[src/inc/tcr_cfg.svh]
// Constants of the thermocouple input readout: offsets, fields, resets, timing
//
// Overview of operation
// - Mains setting picks 20 ms or 16.66 ms
// - Convert only channels zero up to count
// - Enabled break lights LED, sets flag bit
// - Test current; over-limit voltage means break
// - Test pulses continue while signalling is off
// - Left-justified word, value in bits 15:3
// - Nominal, overrange, overflow classes; bit0 set on overflow only
`ifndef TCR_CFG_SVH
`define TCR_CFG_SVH

// ----------------------------------------------------------------
// Timing
// ----------------------------------------------------------------
`define TCR_CLK_NS 5
`define TCR_T_INTEG50_US 20000
`define TCR_T_INTEG60_US 16660
`define TCR_T_TEST_US 100
`define TCR_INTEG50_CYC (`TCR_T_INTEG50_US * 1000 / `TCR_CLK_NS)
`define TCR_INTEG60_CYC (`TCR_T_INTEG60_US * 1000 / `TCR_CLK_NS)
`define TCR_TEST_CYC (`TCR_T_TEST_US * 1000 / `TCR_CLK_NS)
`define TCR_CNT_W 23

// ----------------------------------------------------------------
// Register offsets (byte addresses)
// ----------------------------------------------------------------
`define TCR_ADDR_W 8
`define TCR_OFS_CTRL 8'h00
`define TCR_OFS_STATUS 8'h04
`define TCR_OFS_MASK 8'h08
`define TCR_OFS_CLASS 8'h0c
`define TCR_OFS_WORD_BASE 4'h1

// ----------------------------------------------------------------
// Fields
// ----------------------------------------------------------------
`define TCR_CTRL_MAINS60_BIT 0
`define TCR_CTRL_NCH_LSB 1
`define TCR_CTRL_WBEN_BIT 3
`define TCR_CTRL_RESET 4'h0
`define TCR_STS_WB_BIT 4
`define TCR_STS_OVF_BIT 5
`define TCR_STS_RESET 6'h00
`define TCR_MASK_RESET 6'h00
`define TCR_WORD_LSB 3
`define TCR_WORD_WB_BIT 1
`define TCR_WORD_OVF_BIT 0
`define TCR_UNITS_MAX 16'sh0fff
`define TCR_UNITS_RATED 16'sh0800
`define TCR_WORD_POS_OVF 16'h7ff9
`define TCR_WORD_NEG_OVF 16'h8009

`endif

[src/inc/tcr_pkg.sv]
// Types of the thermocouple input readout
`include "tcr_cfg.svh"
package tcr_pkg;
  typedef enum logic [1:0] {
    TCR_IDLE = 2'b00,
    TCR_TEST = 2'b01,
    TCR_INTEG = 2'b10,
    TCR_STORE = 2'b11
  } tcr_state_e;

  typedef enum logic [1:0] {
    TCR_NOMINAL = 2'b00,
    TCR_OVERRANGE = 2'b01,
    TCR_OVERFLOW = 2'b10
  } tcr_class_e;

  typedef struct packed {
    logic [`TCR_ADDR_W-1:0] addr;
    logic [31:0] wdata;
    logic wr;
    logic rd;
  } tcr_bus_s;

  typedef struct packed {
    logic wb_en;
    logic [1:0] nch;
    logic mains60;
  } tcr_ctrl_s;

  typedef struct packed {
    tcr_state_e st;
    logic [1:0] ch;
    logic [`TCR_CNT_W-1:0] cnt;
    logic per60;
    logic wb_seen;
    tcr_ctrl_s ctrl;
    logic [5:0] sts;
    logic [5:0] mask;
    logic [7:0] cls;
    logic [3:0] wbf;
    logic [31:0] rdata;
    logic rd_mem;
    logic [15:0] adc_s1;
    logic [15:0] adc_s2;
    logic cmp_s1;
    logic cmp_s2;
  } tcr_state_s;
endpackage

[src/core/tcr_mem.sv]
// Result word memory: one write port, one registered read port
`timescale 1ns/10ps
module tcr_mem #(
  parameter int WIDTH = 16,
  parameter int DEPTH = 4
) (
  // Clock
  input wire logic mclk,
  input wire logic ce,
  // Write port
  input wire logic we,
  input wire logic [$clog2(DEPTH)-1:0] waddr,
  input wire logic [WIDTH-1:0] wdata,
  // Read port
  input wire logic [$clog2(DEPTH)-1:0] raddr,
  output logic [WIDTH-1:0] rdata
);
  logic [WIDTH-1:0] mem [DEPTH];

  if (DEPTH < 2 || WIDTH < 1) begin : g_chk
    $error("tcr_mem: unsupported geometry");
  end

  always_ff @(posedge mclk) begin
    if (ce) begin
      if (we) begin
        mem[waddr] <= wdata;
      end
      rdata <= mem[raddr];
    end
  end
endmodule // tcr_mem

[src/core/tcr_top.sv]
// Four-channel millivolt input readout: sequencer, encoder, registers, interrupt
//
// The implementer's own choices: the register addresses and the plain strobed port.
`timescale 1ns/10ps
`include "tcr_cfg.svh"
module tcr_top #(
  parameter int INTEG50_CYC = `TCR_INTEG50_CYC,
  parameter int INTEG60_CYC = `TCR_INTEG60_CYC,
  parameter int TEST_CYC = `TCR_TEST_CYC
) (
  // Clock and reset
  input wire logic mclk,
  input wire logic rst_n,
  input wire logic ce,
  // Register port
  input wire logic [`TCR_ADDR_W-1:0] addr,
  input wire logic [31:0] wdata,
  input wire logic wr,
  input wire logic rd,
  output logic [31:0] rdata,
  // Converter front end
  input wire logic [15:0] adc_units,
  input wire logic break_cmp,
  output logic [1:0] chan_sel,
  output logic integ,
  output logic test_pulse,
  // Indicators
  output logic fault_led,
  output logic irq
);
  // ----------------------------------------------------------------
  // Elaboration checks
  // ----------------------------------------------------------------
  if (INTEG50_CYC < 1 || INTEG50_CYC >= (1 << `TCR_CNT_W) ||
      INTEG60_CYC < 1 || INTEG60_CYC >= (1 << `TCR_CNT_W) ||
      TEST_CYC < 1 || TEST_CYC >= (1 << `TCR_CNT_W)) begin : g_chk
    $error("tcr_top: count parameter out of range");
  end

  localparam logic [`TCR_CNT_W-1:0] P50 = `TCR_CNT_W'(INTEG50_CYC - 1);
  localparam logic [`TCR_CNT_W-1:0] P60 = `TCR_CNT_W'(INTEG60_CYC - 1);
  localparam logic [`TCR_CNT_W-1:0] PTEST = `TCR_CNT_W'(TEST_CYC - 1);

  tcr_pkg::tcr_state_s q, d;
  tcr_pkg::tcr_bus_s bus;
  logic signed [15:0] raw;
  logic [15:0] word;
  logic [1:0] cls_now;
  logic is_ovf;
  logic mem_we;
  logic [1:0] mem_raddr;
  logic [15:0] mem_rdata;
  logic [3:0] led_term;
  logic [5:0] sts_set;
  logic [5:0] sts_clr;

  assign bus = '{addr: addr, wdata: wdata, wr: wr, rd: rd};

  // ----------------------------------------------------------------
  // Result encoding
  // ----------------------------------------------------------------
  assign raw = $signed(q.adc_s2);

  always_comb begin
    word = {raw[12:0], 3'b000};
    cls_now = tcr_pkg::TCR_NOMINAL;
    is_ovf = 1'b0;
    if (raw > `TCR_UNITS_MAX) begin
      word = `TCR_WORD_POS_OVF;
      cls_now = tcr_pkg::TCR_OVERFLOW;
      is_ovf = 1'b1;
    end else if (raw < -`TCR_UNITS_MAX) begin
      word = `TCR_WORD_NEG_OVF;
      cls_now = tcr_pkg::TCR_OVERFLOW;
      is_ovf = 1'b1;
    end else if (raw > `TCR_UNITS_RATED || raw < -`TCR_UNITS_RATED) begin
      cls_now = tcr_pkg::TCR_OVERRANGE;
    end
    word[`TCR_WORD_WB_BIT] = q.wb_seen & q.ctrl.wb_en;
  end

  // ----------------------------------------------------------------
  // Next state
  // ----------------------------------------------------------------
  always_comb begin
    d = q;
    sts_set = 6'h00;
    sts_clr = 6'h00;
    d.adc_s1 = adc_units;
    d.adc_s2 = q.adc_s1;
    d.cmp_s1 = break_cmp;
    d.cmp_s2 = q.cmp_s1;
    case (q.st)
      tcr_pkg::TCR_IDLE: begin
        d.st = tcr_pkg::TCR_TEST;
        d.ch = 2'b00;
        d.cnt = PTEST;
        d.wb_seen = 1'b0;
      end
      tcr_pkg::TCR_TEST: begin
        if (q.cmp_s2) begin
          d.wb_seen = 1'b1;
        end
        if (q.cnt == '0) begin
          d.st = tcr_pkg::TCR_INTEG;
          d.per60 = q.ctrl.mains60;
          d.cnt = q.ctrl.mains60 ? P60 : P50;
        end else begin
          d.cnt = q.cnt - 1'b1;
        end
      end
      tcr_pkg::TCR_INTEG: begin
        if (q.cnt == '0) begin
          d.st = tcr_pkg::TCR_STORE;
        end else begin
          d.cnt = q.cnt - 1'b1;
        end
      end
      tcr_pkg::TCR_STORE: begin
        d.cls[q.ch*2 +: 2] = cls_now;
        d.wbf[q.ch] = q.wb_seen & q.ctrl.wb_en;
        sts_set[q.ch] = 1'b1;
        sts_set[`TCR_STS_WB_BIT] = q.wb_seen & q.ctrl.wb_en;
        sts_set[`TCR_STS_OVF_BIT] = is_ovf;
        // wrap after the last active channel
        d.ch = (q.ch >= q.ctrl.nch) ? 2'b00 : q.ch + 2'b01;
        d.st = tcr_pkg::TCR_TEST;
        d.cnt = PTEST;
        d.wb_seen = 1'b0;
      end
      default: begin
        d.st = tcr_pkg::TCR_IDLE;
      end
    endcase

    // Register writes
    if (bus.wr) begin
      case (bus.addr)
        `TCR_OFS_CTRL: begin
          d.ctrl.mains60 = bus.wdata[`TCR_CTRL_MAINS60_BIT];
          d.ctrl.nch = bus.wdata[`TCR_CTRL_NCH_LSB +: 2];
          d.ctrl.wb_en = bus.wdata[`TCR_CTRL_WBEN_BIT];
        end
        `TCR_OFS_STATUS: sts_clr = bus.wdata[5:0];
        `TCR_OFS_MASK: d.mask = bus.wdata[5:0];
        default: begin
        end
      endcase
    end
    // Set wins over a clear in the same cycle
    d.sts = (q.sts & ~sts_clr) | sts_set;

    // Register reads
    d.rd_mem = 1'b0;
    d.rdata = 32'h0;
    if (bus.rd) begin
      if (bus.addr[7:4] == `TCR_OFS_WORD_BASE && bus.addr[1:0] == 2'b00) begin
        d.rd_mem = 1'b1;
      end else begin
        case (bus.addr)
          `TCR_OFS_CTRL: d.rdata = {28'h0, q.ctrl.wb_en, q.ctrl.nch, q.ctrl.mains60};
          `TCR_OFS_STATUS: d.rdata = {26'h0, q.sts};
          `TCR_OFS_MASK: d.rdata = {26'h0, q.mask};
          `TCR_OFS_CLASS: d.rdata = {20'h0, q.wbf, q.cls};
          default: d.rdata = 32'h0;
        endcase
      end
    end
  end

  // ----------------------------------------------------------------
  // State register
  // ----------------------------------------------------------------
  always_ff @(posedge mclk or negedge rst_n) begin
    if (!rst_n) begin
      q <= '{st: tcr_pkg::TCR_IDLE, ch: 2'b00, cnt: '0, per60: 1'b0, wb_seen: 1'b0,
             ctrl: `TCR_CTRL_RESET, sts: `TCR_STS_RESET, mask: `TCR_MASK_RESET,
             cls: 8'h00, wbf: 4'h0, rdata: 32'h0, rd_mem: 1'b0, adc_s1: 16'h0,
             adc_s2: 16'h0, cmp_s1: 1'b0, cmp_s2: 1'b0};
    end else if (ce) begin
      q <= d;
    end
  end

  // ----------------------------------------------------------------
  // Result memory
  // ----------------------------------------------------------------
  assign mem_we = (q.st == tcr_pkg::TCR_STORE);
  assign mem_raddr = bus.addr[3:2];

  tcr_mem #(
    .WIDTH(16),
    .DEPTH(4)
  ) u_mem (
    .mclk(mclk),
    .ce(ce),
    .we(mem_we),
    .waddr(q.ch),
    .wdata(word),
    .raddr(mem_raddr),
    .rdata(mem_rdata)
  );

  // ----------------------------------------------------------------
  // Outputs
  // ----------------------------------------------------------------
  for (genvar i = 0; i < 4; i++) begin : g_led
    assign led_term[i] = q.wbf[i] & (2'(i) <= q.ctrl.nch);
  end

  assign rdata = q.rd_mem ? {16'h0, mem_rdata} : q.rdata;
  assign chan_sel = q.ch;
  assign integ = (q.st == tcr_pkg::TCR_INTEG);
  assign test_pulse = (q.st == tcr_pkg::TCR_TEST);
  assign fault_led = q.ctrl.wb_en & (|led_term);
  assign irq = |(q.sts & q.mask);

  // ----------------------------------------------------------------
  // Assertions
  // ----------------------------------------------------------------
  logic [`TCR_CNT_W-1:0] int_len;
  always_ff @(posedge mclk or negedge rst_n) begin
    if (!rst_n) begin
      int_len <= '0;
    end else if (ce) begin
      int_len <= integ ? int_len + 1'b1 : '0;
    end
  end
endmodule // tcr_top

[config.mk]
export PLATFORM = sky130hd
export DESIGN_NAME = tcr_top
export DESIGN_NICKNAME = d
export VERILOG_FILES = /design/src/inc/tcr_pkg.sv /design/src/core/tcr_mem.sv /design/src/core/tcr_top.sv
export VERILOG_INCLUDE_DIRS = /design/src /design/src/inc
export SDC_FILE = /design/constraint.sdc
export NUM_CORES = 1
export LEC_CHECK = 0
export BUFFER_PORTS_ARGS = -buffer_cell sky130_fd_sc_hd__buf_2
export CAP_MARGIN = 20
export CORE_AREA = 2 2 156 158
export DETAILED_ROUTE_END_ITERATION = 10
export DIE_AREA = 0 0 158 160
export MAX_ROUTING_LAYER = met4
export PLACE_DENSITY = 0.48
export SLEW_MARGIN = 20
export SYNTH_ARGS = -nofsm -noshare
export SYNTH_HDL_FRONTEND = slang
export SYNTH_SLANG_ARGS = --single-unit
[constraint.sdc]
create_clock -name mclk -period 3.03 [get_ports mclk]
set_clock_uncertainty 0.1 [all_clocks]
set_input_delay 0.1515 -clock mclk [delete_from_list [all_inputs] [get_ports mclk]]
set_output_delay 0.1515 -clock mclk [all_outputs]
set_load 0.01 [all_outputs]
# Yosys cells after proc, flatten, opt, wreduce, memory -nomap -nowiden
# Memories as Yosys holds them, arrays and structs flattened. A register that Yosys moved wholly into a read port is not among the register bits.
# Cells that the tools add are included.
[classes]
n_reduce_logical = 20
n_mul = 0
n_eq_ne = 11
n_bitwise = 10
n_lt_le_gt_ge = 12
mux = 35
addsub = 3
div = 0
shift = 2
[ops]
columns = ["operator", "n"]
rows = [
  ["$pmux W23 S3", 1],
  ["$pmux W12 S4", 1],
  ["$mux W23", 2],
  ["$neg A3 Y34", 1],
  ["$shift A2 B34 Y8 const A", 1],
  ["$shiftx A2 B34 Y8", 1],
  ["$gt A16 B13 Y1 const B", 2],
  ["$mux W16", 2],
  ["$mux W32", 1],
  ["$logic_not A23 Y1", 1],
  ["$sub A23 B1 Y23 const B", 1],
  ["$mux W20", 1],
  ["$mux W6", 3],
  ["$eq A8 B4 Y1 const B", 2],
  ["$lt A16 B12 Y1 const B", 1],
  ["$lt A16 B13 Y1 const B", 1],
  ["$mux W13", 1],
  ["$and A6 B6 Y6", 2],
  ["$mux W12", 1],
  ["$reduce_and A3 Y1", 4],
  ["$mux W1", 10],
  ["$mux W2", 5],
  ["$bwmux W8", 1],
  ["$eq A8 B3 Y1 const B", 1],
  ["29 further kinds", 46],
]
[word_totals]
romBits = 0
register_bits = 123
latch_bits = 0
output_inout_bits = 38
ramBits = 64
in_bits = 62
elab_cells = 111
mem_count = 1
[memory_table]
columns = ["memory", "depth", "width", "rd", "rd_ports_with_merged_regs", "wr", "line_no", "text"]
rows = [
  ["u_mem.mem", 4, 16, 1, 1, 1, "tcr_mem.sv:18", "logic [WIDTH-1:0] mem [DEPTH];"],
]

# Logic depth before layout (Yosys ltp)
[depth]
ltp_word = 7
ltp_mapped = 10
mapped_depth_nobuf = 7

# By module
# Synthesis repeated with hierarchy kept, for this count alone.
[unflattened]
hier_cells = 618
area_unflattened_um2 = 8346.8
[by_module_without_submodules]
columns = ["mod", "instances", "seq_area_each_um2", "cells_each", "area_each_um2"]
rows = [
  ["tcr_top", 1, 2577.5, 514, 5481.5],
  ["tcr_mem", 1, 2402.3, 104, 2865.2],
]

# Least setup slack after synthesis
# No wires, ideal clock.
[synth_path]
path_kind = "reg2reg"
startpoint = "register q[97] (netlist bit)"
endpoint = "register q[116] (netlist bit)"
path_stages_with_launch = 9
t_arrival_ps = 1947
required_ps = 2806
setup_time_ps = 124
path_buffers = 1
slack_ps = 859
period_less_slack_ps = 2171
path_cell_list = "dfrtp_1 > inv_1 > ha_1 > nor4b_1 > and3_1 > buf_2 > a31oi_1 > o21ai_0 > a211o_1"
[synth_via]
elab_chain_cells = 3
elab_cells_between_ends = 7
cone_classes = "add/sub: 1; eq/ne: 1; mux: 3; reduce/logical: 2"
[synth_rtl]
columns = ["element", "line_no", "text"]
rows = [
  ["start: declaration", "tcr_top.sv:44", "tcr_pkg::tcr_state_s q, d;"],
  ["start signal: assignment", "tcr_top.sv:176", "q <= '{st: tcr_pkg::TCR_IDLE, ch: 2'b00, cnt: '0, per60: 1'b0, wb_seen: 1'b0,"],
  ["$sub A23 B1 Y23 / $logic_not A23 Y1 (equally long branches)", "--", ""],
  ["$mux W23 (tied with other cells)", "tcr_top.sv:113", "if (q.cnt == '0) begin"],
  ["$pmux W23 S3 / $reduce_and A2 Y1 (equally long branches)", "--", ""],
]
# Parallel ways exist; a longest one is shown, timed or not. The select of a mux whose other input is x is not followed.
# A chain may end at the register's enable or synchronous reset.

# Worst setup path after layout
# Same ends and word-level chain as after synthesis.

==> summary.md <==
| Metric | Value |
|---|---|
| Worst path bufs/invs | `1` |
| DRC | `0` |
| Most frequent cells in the layout | `dfrtp_1 (103), edfxtp_1 (75), mux2_2 (57), buf_2 (56), nand2_1 (43)` |
| CP max FO | `8` |
| # diodes | `0` |
| Clk sinks | `approximately 180` |
| Gr ovfl total | `0` |
| Async SR Flop Fraction | `0.579` |
| # resized after CTS | `0` |
| Hold Vio Cnt, Final | `0` |
| Die Wd | `between 150 and 200 um` |
| Initial antenna violation count | `0` |
| Non-Filler Instances | `between 1000 and 1500` |
| Wire per inst | `around 18 um` |
| Fin worst setup slack | `~420 ps` |
| Critical path arrival | `roughly 2800 ps` |
| Setup Buffers After CTS | `0` |
| Ys Warns | `0` |
| Port buffer count | `57` |
| Crit path max-delay family | `compound AO/OA/AOI/OAI gates` |
| Worst slack, placed | `442 ps` |
| Clk buf depth | `2` |
| Final Max Tran Viols | `0` |
| TritonCTS clock tree | `built` |
| Sequential area share after synthesis | `0.590` |
| I/O pin cnt | `100` |
| Distinct cells, synth | `69` |
| WHS | `roughly 140 ps` |
| Vias per cell | `between 5 and 6` |
| Slowest CP cell | `a31oi_1` |
| 1st-iter DRT viols | `340` |
| Root Driver | `clkbuf_16` |
| Cell breakdown of the critical path | `inv_1, ha_1, nor4b_1, and3_1, a31oi_1, o21ai_0, a211o_1` |
| Gate Count Post-Synth | `621` |
| Placed Instances | `between 900 and 1000` |
| Number of synthesized flops with an enable pin | `75` |
| Die height | `roughly 160 um` |
| Layout cell share with drive strength beyond 1 | `0.277` |
| Starting Density | `0.344` |
| Crit path required time | `between 3000 and 4000 ps` |
| Flops & latches, synth | `approximately 180` |
| Worst-path clk slew | `approximately 80 ps` |
| Critical Path Sink Type | `flip-flop` |
| First-pass GRT wire length | `just over 30000 um` |
| Core Area | `approximately 24000 um^2` |
| DR vias | `between 5000 and 6000` |
| Hpwl dp | `12900 um` |
| Largest net degree at the start of global routing | `56` |
| Worst slew pin tran | `around 800 ps` |
| Site row count | `57` |
| TritonRoute pass-1 iters | `4` |
| Mapped Avg Cell Area | `approximately 13 um^2` |
| Status | `finished, final reports clean` |
| Max-slew headroom | `0.464` |
| Vias in the first global route | `5523` |
| Syn Std Cell Area | `just over 8000 um^2` |
| Die area | `between 20000 and 30000 um^2` |
| Main synth FF type | `dfrtp_1` |
| Commonest non-fill, non-tap cell in the layout | `dfrtp_1` |
| Skew-Pair Late Insertion Delay | `~420 ps` |
| Pwr/cell area | `around 680 nW/um^2` |
| Final setup fails | `0` |
| Type of origin of the critical path | `flip-flop` |
| Detail Route Antenna Nets | `0` |
| Area Growth Syn to Fin | `18.8%` |
| Setup_tns | `0 ps` |
| Leakage | `3.99 nW` |
| Critical path class | `flip-flop to flip-flop` |
| VDD IR max | `about 0.35 mV` |
| Fin nets | `between 700 and 800` |
| Placer Congestion | `around 0.8` |
| Tcrit/Tclk final | `0.860` |
| CP max stage delay | `between 600 and 700 ps` |
| Crit path time final | `~2600 ps` |
| Hold Path Class | `primary input to flip-flop` |
| GR Util All Layers | `0.160` |
| F_max | `around 0.38 GHz` |
| DRT Wirelength | `18700 um` |
| TritonCTS Buffers | `17` |
| RSZ-0062 raised after global routing | `no` |
| Max-cap violations | `0` |
| H-tree depth | `4` |
==> Yosys cell counts, drive strengths merged (5+ instances only) <==
cell / number / area (um^2)
nand3: 12 / 60.1
a22o: 9 / 86.3
mux4: 19 / 428
a31oi: 8 / 50.1
or4: 7 / 52.6
o21ai: 28 / 140
o2bb2ai: 6 / 52.6
inv: 23 / 86.3
a21o: 6 / 45.0
mux2: 57 / 642
nor2: 25 / 109
nand2: 43 / 161
nor3: 18 / 95.1
dfrtp: 103 / 2580
edfxtp: 75 / 2250
a21oi: 17 / 85.1
clkbuf: 11 / 41.3
buf: 37 / 228
and2: 5 / 31.3
a22oi: 6 / 45.0
nand4: 6 / 37.5
nor4: 9 / 62.6
ha: 14 / 175
o21a: 15 / 113
==> flip-flops by register name, indices dropped and copies added, names as in the netlist <==
name,cells
u_mem.mem,60
d,17
raw,16
q,68
chan_sel,2
u_mem.rdata,15
==> final timing paths <==
| check | from | end | slack (ps) | depth (start not counted) |
|---|---|---|---|---|
| min in group asynchronous | rst_n | q[112] | 230 | 2 |
| min | addr[1] | q[40] | 140 | 4 |
| max in group asynchronous | rst_n | raw[5] | 1880 | 3 |
| min reg2reg | q[71] | q[71] | 390 | 2 |
| max reg2reg | q[97] | q[116] | 420 | 7 |
| max | q[97] | q[116] | 420 | 7 |
==> timing repair <==
item,CTS,global route
hold buffers,29,0
setup endpoints to repair,0,0
hold endpoints to repair,91,0
==> logic make-up after synthesis <==
logic type / Yosys count / share of synthesized area
AO/OA/AOI/OAI: 127 / 0.110
adder cells (fa/ha/maj): 14 / 0.0214
buffers and inverters: 71 / 0.0434
flip-flops: 178 / 0.590
multiplexers: 78 / 0.133
other: 1 / 0.000458
AND/OR/NAND/NOR: 152 / 0.102
==> metal layers <==
| metal | vias to the layer above | share of wire | global-route usage |
|---|---|---|---|
| met1 | 2683 | 0.46 | 0.214 |
| met4 | 0 | 0.011 | 0.0438 |
| met5 | - | 0 | - |
| met2 | 139 | 0.48 | 0.249 |
| li1 | 2482 | - | - |
| met3 | 11 | 0.044 | 0.0323 |
==> report_power, final <==
| group | leakage, nW | internal (mW) | switching [mW] |
|---|---|---|---|
| clock network | 0.303 | 1.26 | 1.02 |
| logic | 1.68 | 0.495 | 0.740 |
| registers | 2.01 | 2.83 | 0.251 |
| total | 3.99 | 4.59 | 2.01 |
==> cell type report <==
type	count	area, um^2
well taps	324	405
inverters	23	86.3
repair buffers	102	723
flip-flops and latches	178	4830
multi-input cells	387	3060
clock buffers	18	429
fillers	2280	14100
clock inverters	14	190
==> stage by stage <==
step                utilization  area [um^2]  total power, mW
finish                    0.408         9720             6.60
floorplan                     -         8240             3.92
global route              0.408         9720             6.96
global placement          0.370         8810             4.30
detailed placement        0.370         8810             4.33
CTS                       0.408         9720             6.67
==> worst reg2reg max path, stage by stage, from the launching register on <==
cell and delay, ps:
dfrtp_1 420, inv_1 100, ha_1 220, nor4b_1 160, and3_1 300, a31oi_1 660, o21ai_0 210, a211o_1 330
Power figures use the tool's default switching activity.
